<file path="config.mk">
export PLATFORM = sky130hd
export DESIGN_NAME = fasf_unit
export DESIGN_NICKNAME = d
export VERILOG_FILES = /design/src/design/fasf_classify.v /design/src/design/fasf_abs_pipe.v /design/src/design/fasf_unit.v
export VERILOG_INCLUDE_DIRS = /design/src /design/src/design
export SDC_FILE = /design/constraint.sdc
export NUM_CORES = 1
export LEC_CHECK = 0
export BUFFER_PORTS_ARGS = -buffer_cell sky130_fd_sc_hd__buf_2
export CELL_PAD_IN_SITES_DETAIL_PLACEMENT = 0
export CELL_PAD_IN_SITES_GLOBAL_PLACEMENT = 1
export CORE_UTILIZATION = 37
export DETAILED_ROUTE_END_ITERATION = 16
export GPL_TIMING_DRIVEN = 0
export PLACE_DENSITY_LB_ADDON = 0.1
export SYNTH_ARGS = -nofsm -noshare
export SYNTH_HDL_FRONTEND = slang
export SYNTH_SLANG_ARGS = --single-unit
</file>
<file path="constraint.sdc">
create_clock -name aclk -period 5.1 [get_ports aclk]
set_input_delay 1.02 -clock aclk [delete_from_list [all_inputs] [get_ports aclk]]
set_output_delay 1.02 -clock aclk [all_outputs]
set_load 0.01 [all_outputs]
</file>
<file path="src/design/fasf_map.vh">
// constants for the float abs / sign-flags unit and its register map
// assumes inclusion by every design file of the block
`ifndef FASF_MAP_VH
`define FASF_MAP_VH
`define FASF_OPC_ABS        8'h73
`define FASF_OPC_SIGN       8'h99
`define FASF_ABS_LAT        2'h3
`define FASF_FLAG_W         7
`define FASF_DBZ_BIT        0
`define FASF_INX_BIT        1
`define FASF_UNF_BIT        2
`define FASF_OVF_BIT        3
`define FASF_INV_BIT        4
`define FASF_IFZ_BIT        5
`define FASF_OFZ_BIT        6
`define FASF_ADDR_PSW       4'h0
`define FASF_ADDR_IRQ_STAT  4'h4
`define FASF_ADDR_IRQ_MASK  4'h8
`define FASF_ADDR_CTRL      4'hc
`define FASF_RESP_OKAY      2'h0
`define FASF_RESP_SLVERR    2'h2
`define FASF_QNAN           32'h7fc00000
`define FASF_ABS_MASK       32'h7fffffff
`endif

</file>
<file path="src/design/fasf_classify.v">
// classifies a single-precision operand: denormal, signalling nan, nan
// assumes a combinational use on the core clock
`timescale 1ns/1ns
`include "fasf_map.vh"
module fasf_classify (
   opnd,
   is_denorm,
   is_snan,
   is_nan
);
   input  wire [31:0] opnd;
   output wire        is_denorm;
   output wire        is_snan;
   output wire        is_nan;

   wire exp_zero = (opnd[30:23] == 8'h00);
   wire exp_ones = (opnd[30:23] == 8'hff);
   wire frac_nz  = (opnd[22:0] != 23'h000000);

   assign is_denorm = exp_zero & frac_nz;
   assign is_nan    = exp_ones & frac_nz;
   assign is_snan   = is_nan & ~opnd[22];
endmodule // fasf_classify

</file>
<file path="src/design/fasf_abs_pipe.v">
// pipe stages carrying abs result, flags and write enable ahead of the unit's output flops
// assumes clock enable freezes the stages
`timescale 1ns/1ns
`include "fasf_map.vh"
module fasf_abs_pipe (
   aclk,
   aresetn,
   ce,
   in_vld,
   in_res,
   in_flg,
   out_vld,
   out_res,
   out_flg
);
   input  wire                    aclk;
   input  wire                    aresetn;
   input  wire                    ce;
   input  wire                    in_vld;
   input  wire [31:0]             in_res;
   input  wire [`FASF_FLAG_W-1:0] in_flg;
   output wire                    out_vld;
   output wire [31:0]             out_res;
   output wire [`FASF_FLAG_W-1:0] out_flg;

   // the unit's output flops are the last latency stage, so the pipe is one stage short
   localparam DEPTH = `FASF_ABS_LAT - 1;

   wire [DEPTH:0]                     vld_c;
   wire [32*(DEPTH+1)-1:0]            res_c;
   wire [`FASF_FLAG_W*(DEPTH+1)-1:0]  flg_c;

   assign vld_c[0]                      = in_vld;
   assign res_c[31:0]                   = in_res;
   assign flg_c[`FASF_FLAG_W-1:0]       = in_flg;

   genvar g;
   generate
      for (g = 0; g < DEPTH; g = g + 1)
      begin : stg
         reg                    vld_ff;
         reg [31:0]             res_ff;
         reg [`FASF_FLAG_W-1:0] flg_ff;
         always @(posedge aclk)
         begin
            if (!aresetn)
            begin
               vld_ff <= 1'b0;
               res_ff <= 32'h00000000;
               flg_ff <= {`FASF_FLAG_W{1'b0}};
            end
            else if (ce)
            begin
               vld_ff <= vld_c[g];
               res_ff <= res_c[32*g +: 32];
               flg_ff <= flg_c[`FASF_FLAG_W*g +: `FASF_FLAG_W];
            end
         end
         assign vld_c[g+1]                                 = vld_ff;
         assign res_c[32*(g+1) +: 32]                      = res_ff;
         assign flg_c[`FASF_FLAG_W*(g+1) +: `FASF_FLAG_W]  = flg_ff;
      end
   endgenerate
   assign out_vld = vld_c[DEPTH];
   assign out_res = res_c[32*DEPTH +: 32];
   assign out_flg = flg_c[`FASF_FLAG_W*DEPTH +: `FASF_FLAG_W];
endmodule // fasf_abs_pipe

</file>
<file path="src/design/fasf_unit.v">
// float absolute value and sign-flags execution unit with status word
// assumes issue logic on aclk; software reaches status over axi4-lite
// What this block does
// - abs issue (opcode 115) returns the magnitude after 3 cycles.
// - a denormal abs input becomes zero and sets the input-flushed flag.
// - abs exceptions set sticky status flags cleared only by a status write.
// - status flags update in the cycle the abs destination is written.
// - simultaneous updates are ored together with the existing flags.
// - a zero guard lsb suppresses both abs write and flag update.
// - the abs-flags companion returns the flags a lone abs would produce.
// - sign-flags (opcode 153) returns the sign exception vector after 1 cycle.
// - vector bits: dbz 0, inx 1, unf 2, ovf 3, inv 4, ifz 5, ofz 6, rest zero.
// - sign-flags never touches the status word flags.
// - a denormal sign-flags operand becomes zero and sets input-flushed.
// - a zero guard lsb keeps the sign-flags destination unwritten.
`timescale 1ns/1ns
`include "fasf_map.vh"
module fasf_unit (
   aclk,
   aresetn,
   ce,
   abs_issue,
   abs_flags_only,
   abs_src,
   abs_guarded,
   abs_guard,
   sgn_issue,
   sgn_src,
   sgn_guarded,
   sgn_guard,
   ext_flag_upd,
   abs_wr_ff,
   abs_res_ff,
   sgn_wr_ff,
   sgn_res_ff,
   status_word_ff,
   irq_ff,
   s_axi_awaddr,
   s_axi_awvalid,
   s_axi_awready,
   s_axi_wdata,
   s_axi_wstrb,
   s_axi_wvalid,
   s_axi_wready,
   s_axi_bresp,
   s_axi_bvalid,
   s_axi_bready,
   s_axi_araddr,
   s_axi_arvalid,
   s_axi_arready,
   s_axi_rdata,
   s_axi_rresp,
   s_axi_rvalid,
   s_axi_rready
);
   input  wire                    aclk;
   input  wire                    aresetn;
   input  wire                    ce;
   input  wire                    abs_issue;
   input  wire                    abs_flags_only;
   input  wire [31:0]             abs_src;
   input  wire                    abs_guarded;
   input  wire [31:0]             abs_guard;
   input  wire                    sgn_issue;
   input  wire [31:0]             sgn_src;
   input  wire                    sgn_guarded;
   input  wire [31:0]             sgn_guard;
   input  wire [`FASF_FLAG_W-1:0] ext_flag_upd;
   output reg                     abs_wr_ff;
   output reg  [31:0]             abs_res_ff;
   output reg                     sgn_wr_ff;
   output reg  [31:0]             sgn_res_ff;
   output reg  [`FASF_FLAG_W-1:0] status_word_ff;
   output reg                     irq_ff;
   input  wire [3:0]              s_axi_awaddr;
   input  wire                    s_axi_awvalid;
   output reg                     s_axi_awready;
   input  wire [31:0]             s_axi_wdata;
   input  wire [3:0]              s_axi_wstrb;
   input  wire                    s_axi_wvalid;
   output reg                     s_axi_wready;
   output reg  [1:0]              s_axi_bresp;
   output reg                     s_axi_bvalid;
   input  wire                    s_axi_bready;
   input  wire [3:0]              s_axi_araddr;
   input  wire                    s_axi_arvalid;
   output reg                     s_axi_arready;
   output reg  [31:0]             s_axi_rdata;
   output reg  [1:0]              s_axi_rresp;
   output reg                     s_axi_rvalid;
   input  wire                    s_axi_rready;

   // guard lsb decides; an unguarded issue counts as guard one
   function guard_ok;
      input       guarded;
      input [31:0] guard;
      begin
         guard_ok = ~guarded | guard[0];
      end
   endfunction

   // flags of the abs operation on its own
   wire abs_den;
   wire abs_snan;
   wire abs_nan;
   fasf_classify u_cls_abs (
      .opnd      (abs_src),
      .is_denorm (abs_den),
      .is_snan   (abs_snan),
      .is_nan    (abs_nan)
   );
   wire sgn_den;
   wire sgn_nan;
   // sign-flags treats every nan alike, so the signalling flag is left open
   fasf_classify u_cls_sgn (
      .opnd      (sgn_src),
      .is_denorm (sgn_den),
      .is_snan   (),
      .is_nan    (sgn_nan)
   );

   reg [`FASF_FLAG_W-1:0] abs_flg;
   reg [31:0]             abs_val;
   reg [`FASF_FLAG_W-1:0] sgn_flg;
   always @*
   begin
      abs_flg = {`FASF_FLAG_W{1'b0}};
      abs_flg[`FASF_IFZ_BIT] = abs_den;
      abs_flg[`FASF_INV_BIT] = abs_snan;
      if (abs_den)
         abs_val = 32'h00000000;
      else if (abs_snan)
         abs_val = abs_src | `FASF_QNAN;
      else if (abs_nan)
         abs_val = abs_src;
      else
         abs_val = abs_src & `FASF_ABS_MASK;
      // any nan compared for sign is invalid; denormal compares as zero
      sgn_flg = {`FASF_FLAG_W{1'b0}};
      sgn_flg[`FASF_IFZ_BIT] = sgn_den;
      sgn_flg[`FASF_INV_BIT] = sgn_nan;
   end

   // companion returns flags as the result and leaves the status word alone
   wire        abs_go  = abs_issue & guard_ok(abs_guarded, abs_guard);
   wire [31:0] abs_in  = abs_flags_only ? {{(32-`FASF_FLAG_W){1'b0}}, abs_flg} : abs_val;
   wire [`FASF_FLAG_W-1:0] abs_upd = abs_flags_only ? {`FASF_FLAG_W{1'b0}} : abs_flg;

   wire                    p_vld;
   wire [31:0]             p_res;
   wire [`FASF_FLAG_W-1:0] p_flg;
   fasf_abs_pipe u_pipe (
      .aclk    (aclk),
      .aresetn (aresetn),
      .ce      (ce),
      .in_vld  (abs_go),
      .in_res  (abs_in),
      .in_flg  (abs_upd),
      .out_vld (p_vld),
      .out_res (p_res),
      .out_flg (p_flg)
   );

   // registers: status word, interrupt status and mask
   reg [`FASF_FLAG_W-1:0] irq_stat_ff;
   reg [`FASF_FLAG_W-1:0] irq_mask_ff;
   reg                    aw_got_ff;
   reg                    w_got_ff;
   reg [3:0]              aw_addr_ff;
   reg [31:0]             w_data_ff;
   reg [3:0]              w_strb_ff;

   wire do_wr = aw_got_ff & w_got_ff & ~s_axi_bvalid;
   wire wr_lo = do_wr & w_strb_ff[0];
   wire [`FASF_FLAG_W-1:0] wflg = w_data_ff[`FASF_FLAG_W-1:0];
   wire [`FASF_FLAG_W-1:0] evt = (p_vld ? p_flg : {`FASF_FLAG_W{1'b0}}) | ext_flag_upd;

   reg [`FASF_FLAG_W-1:0] nxt_status;
   reg [`FASF_FLAG_W-1:0] nxt_irq_stat;
   always @*
   begin
      nxt_status = status_word_ff;
      if (wr_lo && aw_addr_ff == `FASF_ADDR_PSW)
         nxt_status = wflg;
      // sticky or: new events win over a simultaneous write
      nxt_status = nxt_status | evt;
      nxt_irq_stat = irq_stat_ff;
      if (wr_lo && aw_addr_ff == `FASF_ADDR_IRQ_STAT)
         nxt_irq_stat = irq_stat_ff & ~wflg;
      nxt_irq_stat = nxt_irq_stat | evt;
   end

   always @(posedge aclk)
   begin
      if (!aresetn)
      begin
         abs_wr_ff      <= 1'b0;
         abs_res_ff     <= 32'h00000000;
         sgn_wr_ff      <= 1'b0;
         sgn_res_ff     <= 32'h00000000;
         status_word_ff <= {`FASF_FLAG_W{1'b0}};
         irq_stat_ff    <= {`FASF_FLAG_W{1'b0}};
         irq_mask_ff    <= {`FASF_FLAG_W{1'b0}};
         irq_ff         <= 1'b0;
      end
      else if (ce)
      begin
         abs_wr_ff <= p_vld;
         if (p_vld)
            abs_res_ff <= p_res;
         // sign-flags result; status word is never fed from here
         sgn_wr_ff <= sgn_issue & guard_ok(sgn_guarded, sgn_guard);
         if (sgn_issue & guard_ok(sgn_guarded, sgn_guard))
            sgn_res_ff <= {{(32-`FASF_FLAG_W){1'b0}}, sgn_flg};
         status_word_ff <= nxt_status;
         irq_stat_ff    <= nxt_irq_stat;
         if (wr_lo && aw_addr_ff == `FASF_ADDR_IRQ_MASK)
            irq_mask_ff <= wflg;
         irq_ff <= |(nxt_irq_stat & ((wr_lo && aw_addr_ff == `FASF_ADDR_IRQ_MASK) ? wflg : irq_mask_ff));
      end
   end

   // axi4-lite write: address and data taken in either order
   always @(posedge aclk)
   begin
      if (!aresetn)
      begin
         s_axi_awready <= 1'b0;
         s_axi_wready  <= 1'b0;
         s_axi_bvalid  <= 1'b0;
         s_axi_bresp   <= `FASF_RESP_OKAY;
         aw_got_ff     <= 1'b0;
         w_got_ff      <= 1'b0;
         aw_addr_ff    <= 4'h0;
         w_data_ff     <= 32'h00000000;
         w_strb_ff     <= 4'h0;
      end
      else if (ce)
      begin
         s_axi_awready <= ~aw_got_ff & ~s_axi_awready & s_axi_awvalid;
         s_axi_wready  <= ~w_got_ff & ~s_axi_wready & s_axi_wvalid;
         if (s_axi_awvalid & s_axi_awready)
         begin
            aw_got_ff  <= 1'b1;
            aw_addr_ff <= s_axi_awaddr;
         end
         if (s_axi_wvalid & s_axi_wready)
         begin
            w_got_ff  <= 1'b1;
            w_data_ff <= s_axi_wdata;
            w_strb_ff <= s_axi_wstrb;
         end
         if (do_wr)
         begin
            s_axi_bvalid <= 1'b1;
            s_axi_bresp  <= (aw_addr_ff == `FASF_ADDR_CTRL) ? `FASF_RESP_SLVERR : `FASF_RESP_OKAY;
         end
         else if (s_axi_bvalid & s_axi_bready)
         begin
            s_axi_bvalid <= 1'b0;
            aw_got_ff    <= 1'b0;
            w_got_ff     <= 1'b0;
         end
      end
   end

   // axi4-lite read; ctrl offset is unmapped and answers slverr
   always @(posedge aclk)
   begin
      if (!aresetn)
      begin
         s_axi_arready <= 1'b0;
         s_axi_rvalid  <= 1'b0;
         s_axi_rdata   <= 32'h00000000;
         s_axi_rresp   <= `FASF_RESP_OKAY;
      end
      else if (ce)
      begin
         s_axi_arready <= ~s_axi_arready & ~s_axi_rvalid & s_axi_arvalid;
         if (s_axi_arvalid & s_axi_arready)
         begin
            s_axi_rvalid <= 1'b1;
            s_axi_rresp  <= `FASF_RESP_OKAY;
            case (s_axi_araddr)
               `FASF_ADDR_PSW:      s_axi_rdata <= {{(32-`FASF_FLAG_W){1'b0}}, status_word_ff};
               `FASF_ADDR_IRQ_STAT: s_axi_rdata <= {{(32-`FASF_FLAG_W){1'b0}}, irq_stat_ff};
               `FASF_ADDR_IRQ_MASK: s_axi_rdata <= {{(32-`FASF_FLAG_W){1'b0}}, irq_mask_ff};
               default:
               begin
                  s_axi_rdata <= 32'h00000000;
                  s_axi_rresp <= `FASF_RESP_SLVERR;
               end
            endcase
         end
         else if (s_axi_rvalid & s_axi_rready)
            s_axi_rvalid <= 1'b0;
      end
   end
endmodule // fasf_unit

</file>
Yosys cells after proc, flatten, opt, wreduce, memory -nomap -nowiden
Cells that the tools add are included.
{"block": "totals", "regBits": 193, "in_bits": 192, "output_inout_bits": 115, "elab_cells": 116}
{"block": "classes", "eq_ne": 7, "n_mux": 22, "bitwise_logic": 39, "reduce_logical": 21}
{"op": "32-bit 2-to-1 mux", "count": 4}
{"op": "23-bit nonzero test", "count": 2}
{"op": "7-bit 2-to-1 mux", "count": 4}
{"op": "1-bit bitwise AND", "count": 21}
{"op": "7-bit bitwise OR", "count": 3}
{"op": "7-bit case mux with 3 select lines", "count": 1}
{"op": "8-bit == test (second input constant)", "count": 2}
{"op": "8-bit zero test", "count": 2}
{"op": "2-bit AND reduction", "count": 8}
{"op": "7-bit bitwise AND", "count": 2}
{"op": "4-bit == test (second input constant)", "count": 3}
{"op": "1-bit 2-to-1 mux", "count": 10}
{"op": "1-bit inverter", "count": 10}
{"op": "4-bit by 3-bit == test with 1-bit output (second input constant)", "count": 2}
{"op": "4-bit zero test", "count": 2}
{"op": "7-bit inverter", "count": 1}
{"op": "7-bit OR reduction", "count": 1}
{"op": "6-bit 2-to-1 mux", "count": 1}
{"op": "2-bit 2-to-1 mux", "count": 2}
{"op": "2-bit nonzero test", "count": 2}
{"op": "1-bit logical AND", "count": 3}
{"op": "3-bit OR reduction", "count": 1}
{"op": "1-bit bitwise OR", "count": 2}

Longest topological paths before layout
{"block": "logic_depth", "ltp_word": 8, "mapped_depth": 7}

Hierarchy
A second synthesis with hierarchy kept.
{"block": "hier_totals", "cells_unflattened": 824, "hier_area_um2": 7759.9}
{"mod": "fasf_unit", "instances": 1, "cells_each": 535, "area_each_um2": 4460.5, "seq_area_each_um2": 1721.7}
{"mod": "fasf_abs_pipe", "instances": 1, "cells_each": 257, "area_each_um2": 3064.2, "seq_area_each_um2": 1601.5}
{"mod": "fasf_classify", "instances": 2, "cells_each": 16, "area_each_um2": 117.6, "seq_area_each_um2": 0.0}

Least setup slack after synthesis
Ideal clock, no wire load.
{"block": "synth_timing", "path_kind": "in2reg", "startpoint": "input port abs_src[16]", "endpoint": "register u_pipe.stg[0].res_ff[5]", "arrival_ps": 2240, "required_ps": 4981, "setup_slack_ps": 2740, "cell_stages": 6, "path_buffers": 1, "path_cell_list": "nor4_1 -> nand4_1 -> o211ai_1 -> buf_2 -> mux2i_1 -> a21oi_1"}
{"block": "synth_via", "elab_chain_len": 6, "elab_cells_between_ends": 7}
{"item": "from (decl)", "line": "fasf_unit.v:61", "rtl": "input wire [31:0] abs_src;"}
{"item": "23-bit nonzero test (*)", "line": "fasf_classify.v:18", "rtl": "wire frac_nz = (opnd[22:0] != 23'h000000);"}
{"item": "1-bit bitwise AND", "line": "fasf_classify.v:21", "rtl": "assign is_nan = exp_ones & frac_nz;"}
{"item": "1-bit bitwise AND", "line": "fasf_classify.v:22", "rtl": "assign is_snan = is_nan & ~opnd[22];"}
{"item": "32-bit 2-to-1 mux", "line": "fasf_unit.v:132", "rtl": "else if (abs_snan)"}
{"item": "32-bit 2-to-1 mux", "line": "fasf_unit.v:130", "rtl": "if (abs_den)"}
{"item": "32-bit 2-to-1 mux (*)", "line": "fasf_unit.v:146", "rtl": "wire [31:0] abs_in = abs_flags_only ? {{(32-`FASF_FLAG_W){1'b0}}, abs_flg} : abs_val;"}
{"item": "to (signal assigned)", "line": "fasf_abs_pipe.v:55", "rtl": "res_ff <= res_c[32*g +: 32];"}
{"item": "to (decl)", "line": "fasf_abs_pipe.v:42", "rtl": "reg [31:0] res_ff;"}
Mark *: on every way between the ends. The rest lies on a longest branch, timed or not.
A chain may end at the register's enable or synchronous reset.

Final worst setup path
{"block": "layout_timing", "startpoint": "input port abs_src[4]", "endpoint": "register u_pipe.stg[0].res_ff[14]"}
{"block": "layout_via", "elab_chain_len": 6, "elab_cells_between_ends": 7}
{"item": "23-bit nonzero test (*)", "line": "fasf_classify.v:18"}
{"item": "1-bit bitwise AND", "line": "fasf_classify.v:21"}
{"item": "1-bit bitwise AND", "line": "fasf_classify.v:22"}
{"item": "32-bit 2-to-1 mux", "line": "fasf_unit.v:132"}
{"item": "32-bit 2-to-1 mux (*)", "line": "fasf_unit.v:130"}
{"item": "32-bit 2-to-1 mux (*)", "line": "fasf_unit.v:146"}
Marks and branches as above.

==> summary.txt <==
Power
  • Peak supply drop: 0.254 mV
  • P per Cell Area: 315 nW/um2
  • Clk pwr share: 45.8%
  • Int Power: 2.11 mW
  • Reg power frac: 45.1%
  • Sw Ratio: 24.8%
  • NetSw: 0.697 mW
  • Leak Pwr: 3.74 nW
  • Combinational Power Share: 9.1%

Die
  • Row Count: 50
  • Die span in y: 140 um
  • Die area: 19500 um2
  • Initial Util: 37.7%
  • Core Region: 18600 um2
  • Overall die width: 140 um
  • # IOs: 307

Finish
  • Commonest non-fill, non-tap cell in the layout: buf_2
  • Share of cells above drive strength 1: 26.0%
  • Register Area: 3120 um2
  • Leading cell types in the layout, fill and taps excluded: 158 x buf_2, 156 x dfxtp_1, 124 x nand2_1
  • # diodes: 0
  • Area Overhead vs Synth: 26.7%
  • Area occupied by multi-input gates: 3430 um2
  • NumNets Final: 1184
  • Filler cells: 1844

Timing
  • Clock skew: 0.0114 ns
  • Crit share post-route: 50.8%
  • Setup TNS: 0 ns
  • Slew headroom: 22.0%
  • RSZ-0062 raised after global routing: false
  • Least-Margin Pin Slew: 1.16 ns
  • Fmax: 0.386 GHz
  • Final setup vio count: 0
  • Final Hold Violating Endpoints: 0
  • Min Tclk post-route: 2.59 ns
  • Max-slew violations: 0
  • Worst setup margin: 2.51 ns

Place
  • Pre-CTS WS: 2.07 ns
  • IO buf count: 155
  • GPL Wtd Cong: 0.778
  • HPWL Detailed: 14.8 mm

Setup path
  • Depth of the worst register-to-register path: 6
  • Worst R2R Start: aw_addr_ff[3]
  • Worst path slowest cell: o211ai_1
  • Crit-path max FO: 10
  • WS Path Type: in -> reg
  • Required @ worst endpoint: 5.47 ns
  • Crit path DAT: 2.96 ns
  • Crit. End Element: flop
  • FF-to-FF setup slack: 2.80 ns
  • Critical path launch point type: input port
  • Crit-path max cell delay: 0.53 ns
  • Reg-to-Reg End: irq_ff
  • Cells along the critical path: buf_2 -> nor4_1 -> nand2_1 -> o211ai_1 -> clkbuf_1 -> a32oi_1 -> nor2b_1

Synthesis
  • Synthesized area per cell: 9.21 um2
  • #FFs+latches synth: 156
  • Top-area cell type share of the netlist area: 44.5%
  • Xor/xnor share of the synthesized area: 0%
  • Post-Synth Simple-Gate Area: 21.0%
  • Post-synth top area cell: dfxtp_1
  • Synth Area in Compound Gates: 16.4%
  • EDFF count, synth: 0
  • Top FF cell, synth: dfxtp_1
  • Synthesized cell area: 7020 um2
  • Sequential fraction of the synthesis area: 44.5%
  • Distinct cell type count after synthesis: 50
  • Largest cells by area after synthesis: dfxtp_1 44%, nor2b_1 8.5%, mux2i_1 8.4%
  • Post-synthesis mux area share: 8.41%
  • Post-Syn Instances: 762
  • Largest family of logic cells by synthesized area: simple AND/OR/NAND/NOR gates
  • Synth async-reset ratio: 0%
  • Yosys warns: 0
  • Adder-Cell Fraction of Synth Area: 0%

Route
  • DRT iter0 DRCs: 294
  • 1st-pass router iterations: 5
  • Via density: 4.79
  • DRC violations left: 0
  • Routed wire length per instance: 16.1 um
  • Routed Antenna Nets: 0
  • Vias: 5930
  • Total Wirelength: 19.9 mm

CTS
  • CTS sink count: 156
  • Setup Fix Bufs, Post-CTS: 0
  • Clock transition at path regs: 0.07 ns
  • Post-CTS resize count: 0
  • CTS tree: yes
  • Cts hold-fix bufs: 0
  • Worst-case clock buffer depth: 2
  • Clk_lat worst skew: 0.43 ns
  • H-tree levels: 4
  • Root Buffer: clkbuf_16
  • TritonCTS Buffers: 17

Global route
  • M1 GR Usage: 27.7%
  • Met2 GRT Util: 33.7%
  • Layer with the highest usage: met2
  • GR Util met3: 4.89%
  • Largest net degree at the start of global routing: 17
  • Number of global-route vias before repair: 5643
  • Total GRT Usage: 20.8%
  • Grt total ovfl: 0
  • Initial antenna violation count: 0
  • First-pass GRT wire length: 31.2 mm

Min path
  • Hold Crit Start: abs_res_ff[8]
  • Endpoint, Worst Hold: abs_res_ff[8]
  • HP Class: reg -> reg
  • Hold path depth: 2

Outcome
  • Status: completed

Job
  • Total of max-cap violations: 0
metrics by stage:
stage	area, um2	std cells	total power [mW]	utilization (%)	hold slack [ns]
global placement	8300	1207	1.55	44.5	0.450
global route	8890	1239	2.91	47.7	0.486
detailed placement	8300	1207	1.55	44.5	0.454
CTS	8890	1239	2.83	47.7	0.463
floorplan	7230	818	1.45	-	0.440
finish	8890	1239	2.81	47.7	0.460
cells in the mapped netlist, types with 2 or more instances:
master,count
dfxtp_1,156
and2_1,4
nor2b_1,95
buf_2,3
nor4_1,17
a21oi_1,17
buf_6,3
o32ai_1,5
mux2i_1,59
nor2_1,9
nor4b_1,4
nand4b_1,2
inv_1,6
o211ai_1,4
nand2_1,124
o21ai_0,11
a21boi_1,10
a21boi_0,51
clkbuf_1,34
a211oi_1,6
o41ai_1,2
a22oi_1,7
buf_4,57
nand4_1,7
o21a_1,5
buf_1,4
clkbuf_8,2
a32oi_1,30
nand3_1,6
nor3_1,2
how the worst max path moves through the flow:
stage	startpoint	to	cells past startpoint
final	abs_src[4]	u_pipe.stg[0].res_ff[14]	7
after CTS	abs_src[10]	u_pipe.stg[0].res_ff[14]	7
after detailed placement	abs_src[10]	u_pipe.stg[0].res_ff[6]	7
after global placement	abs_src[16]	u_pipe.stg[0].res_ff[12]	7
after global routing	abs_src[16]	u_pipe.stg[0].res_ff[3]	7
after floorplan	abs_src[16]	u_pipe.stg[0].res_ff[5]	6
flip-flops by register name, summed over array words and instances (netlist names), 2 cells and up:
name               cells
irq_mask_ff            7
w_data_ff              7
aw_addr_ff             4
u_pipe.stg.flg_ff      2
s_axi_rdata            7
abs_res_ff            32
irq_stat_ff            7
u_pipe.out_flg         2
status_word_ff         7
u_pipe.stg.res_ff     32
u_pipe.out_res        32
sgn_res_ff             2
area by class of cell:
type | count | area share (%)
multi-input combinational | 552 | 38.6
sequential | 156 | 35.1
clock buffer | 18 | 4.94
buffer | 103 | 7.27
tap | 234 | 3.29
clock inverter | 14 | 1.77
timing repair buffer | 155 | 8.72
inverter | 7 | 0.295
per-layer routing:
metal	part of all wire, %	up-vias
met3	5.1	11
met5	0	-
met2	46	162
met4	0.89	0
li1	-	3025
met1	48	2732
power by group through the flow:
stage	logic (mW)	clock network [mW]	registers, mW
floorplan	0.157	0	1.29
global placement	0.253	0	1.29
detailed placement	0.254	0	1.29
CTS	0.255	1.31	1.27
global route	0.279	1.36	1.27
finish	0.254	1.28	1.27
critical path: cells and delay by family:
kind	cells	cell delay, ns
buffers and inverters	2	0.58
AO/OA/AOI/OAI	2	0.71
AND/OR/NAND/NOR	3	0.64
cells by family (layout without fill, tap and decap cells):
family,Yosys count,in the layout
AOI/OAI and AO/OA,155,155
buffers and inverters,110,297
DFF,156,156
muxes,59,59
other,1,57
and+or+nand+nor,281,281
No activity file was read; power rests on OpenSTA's default activity.
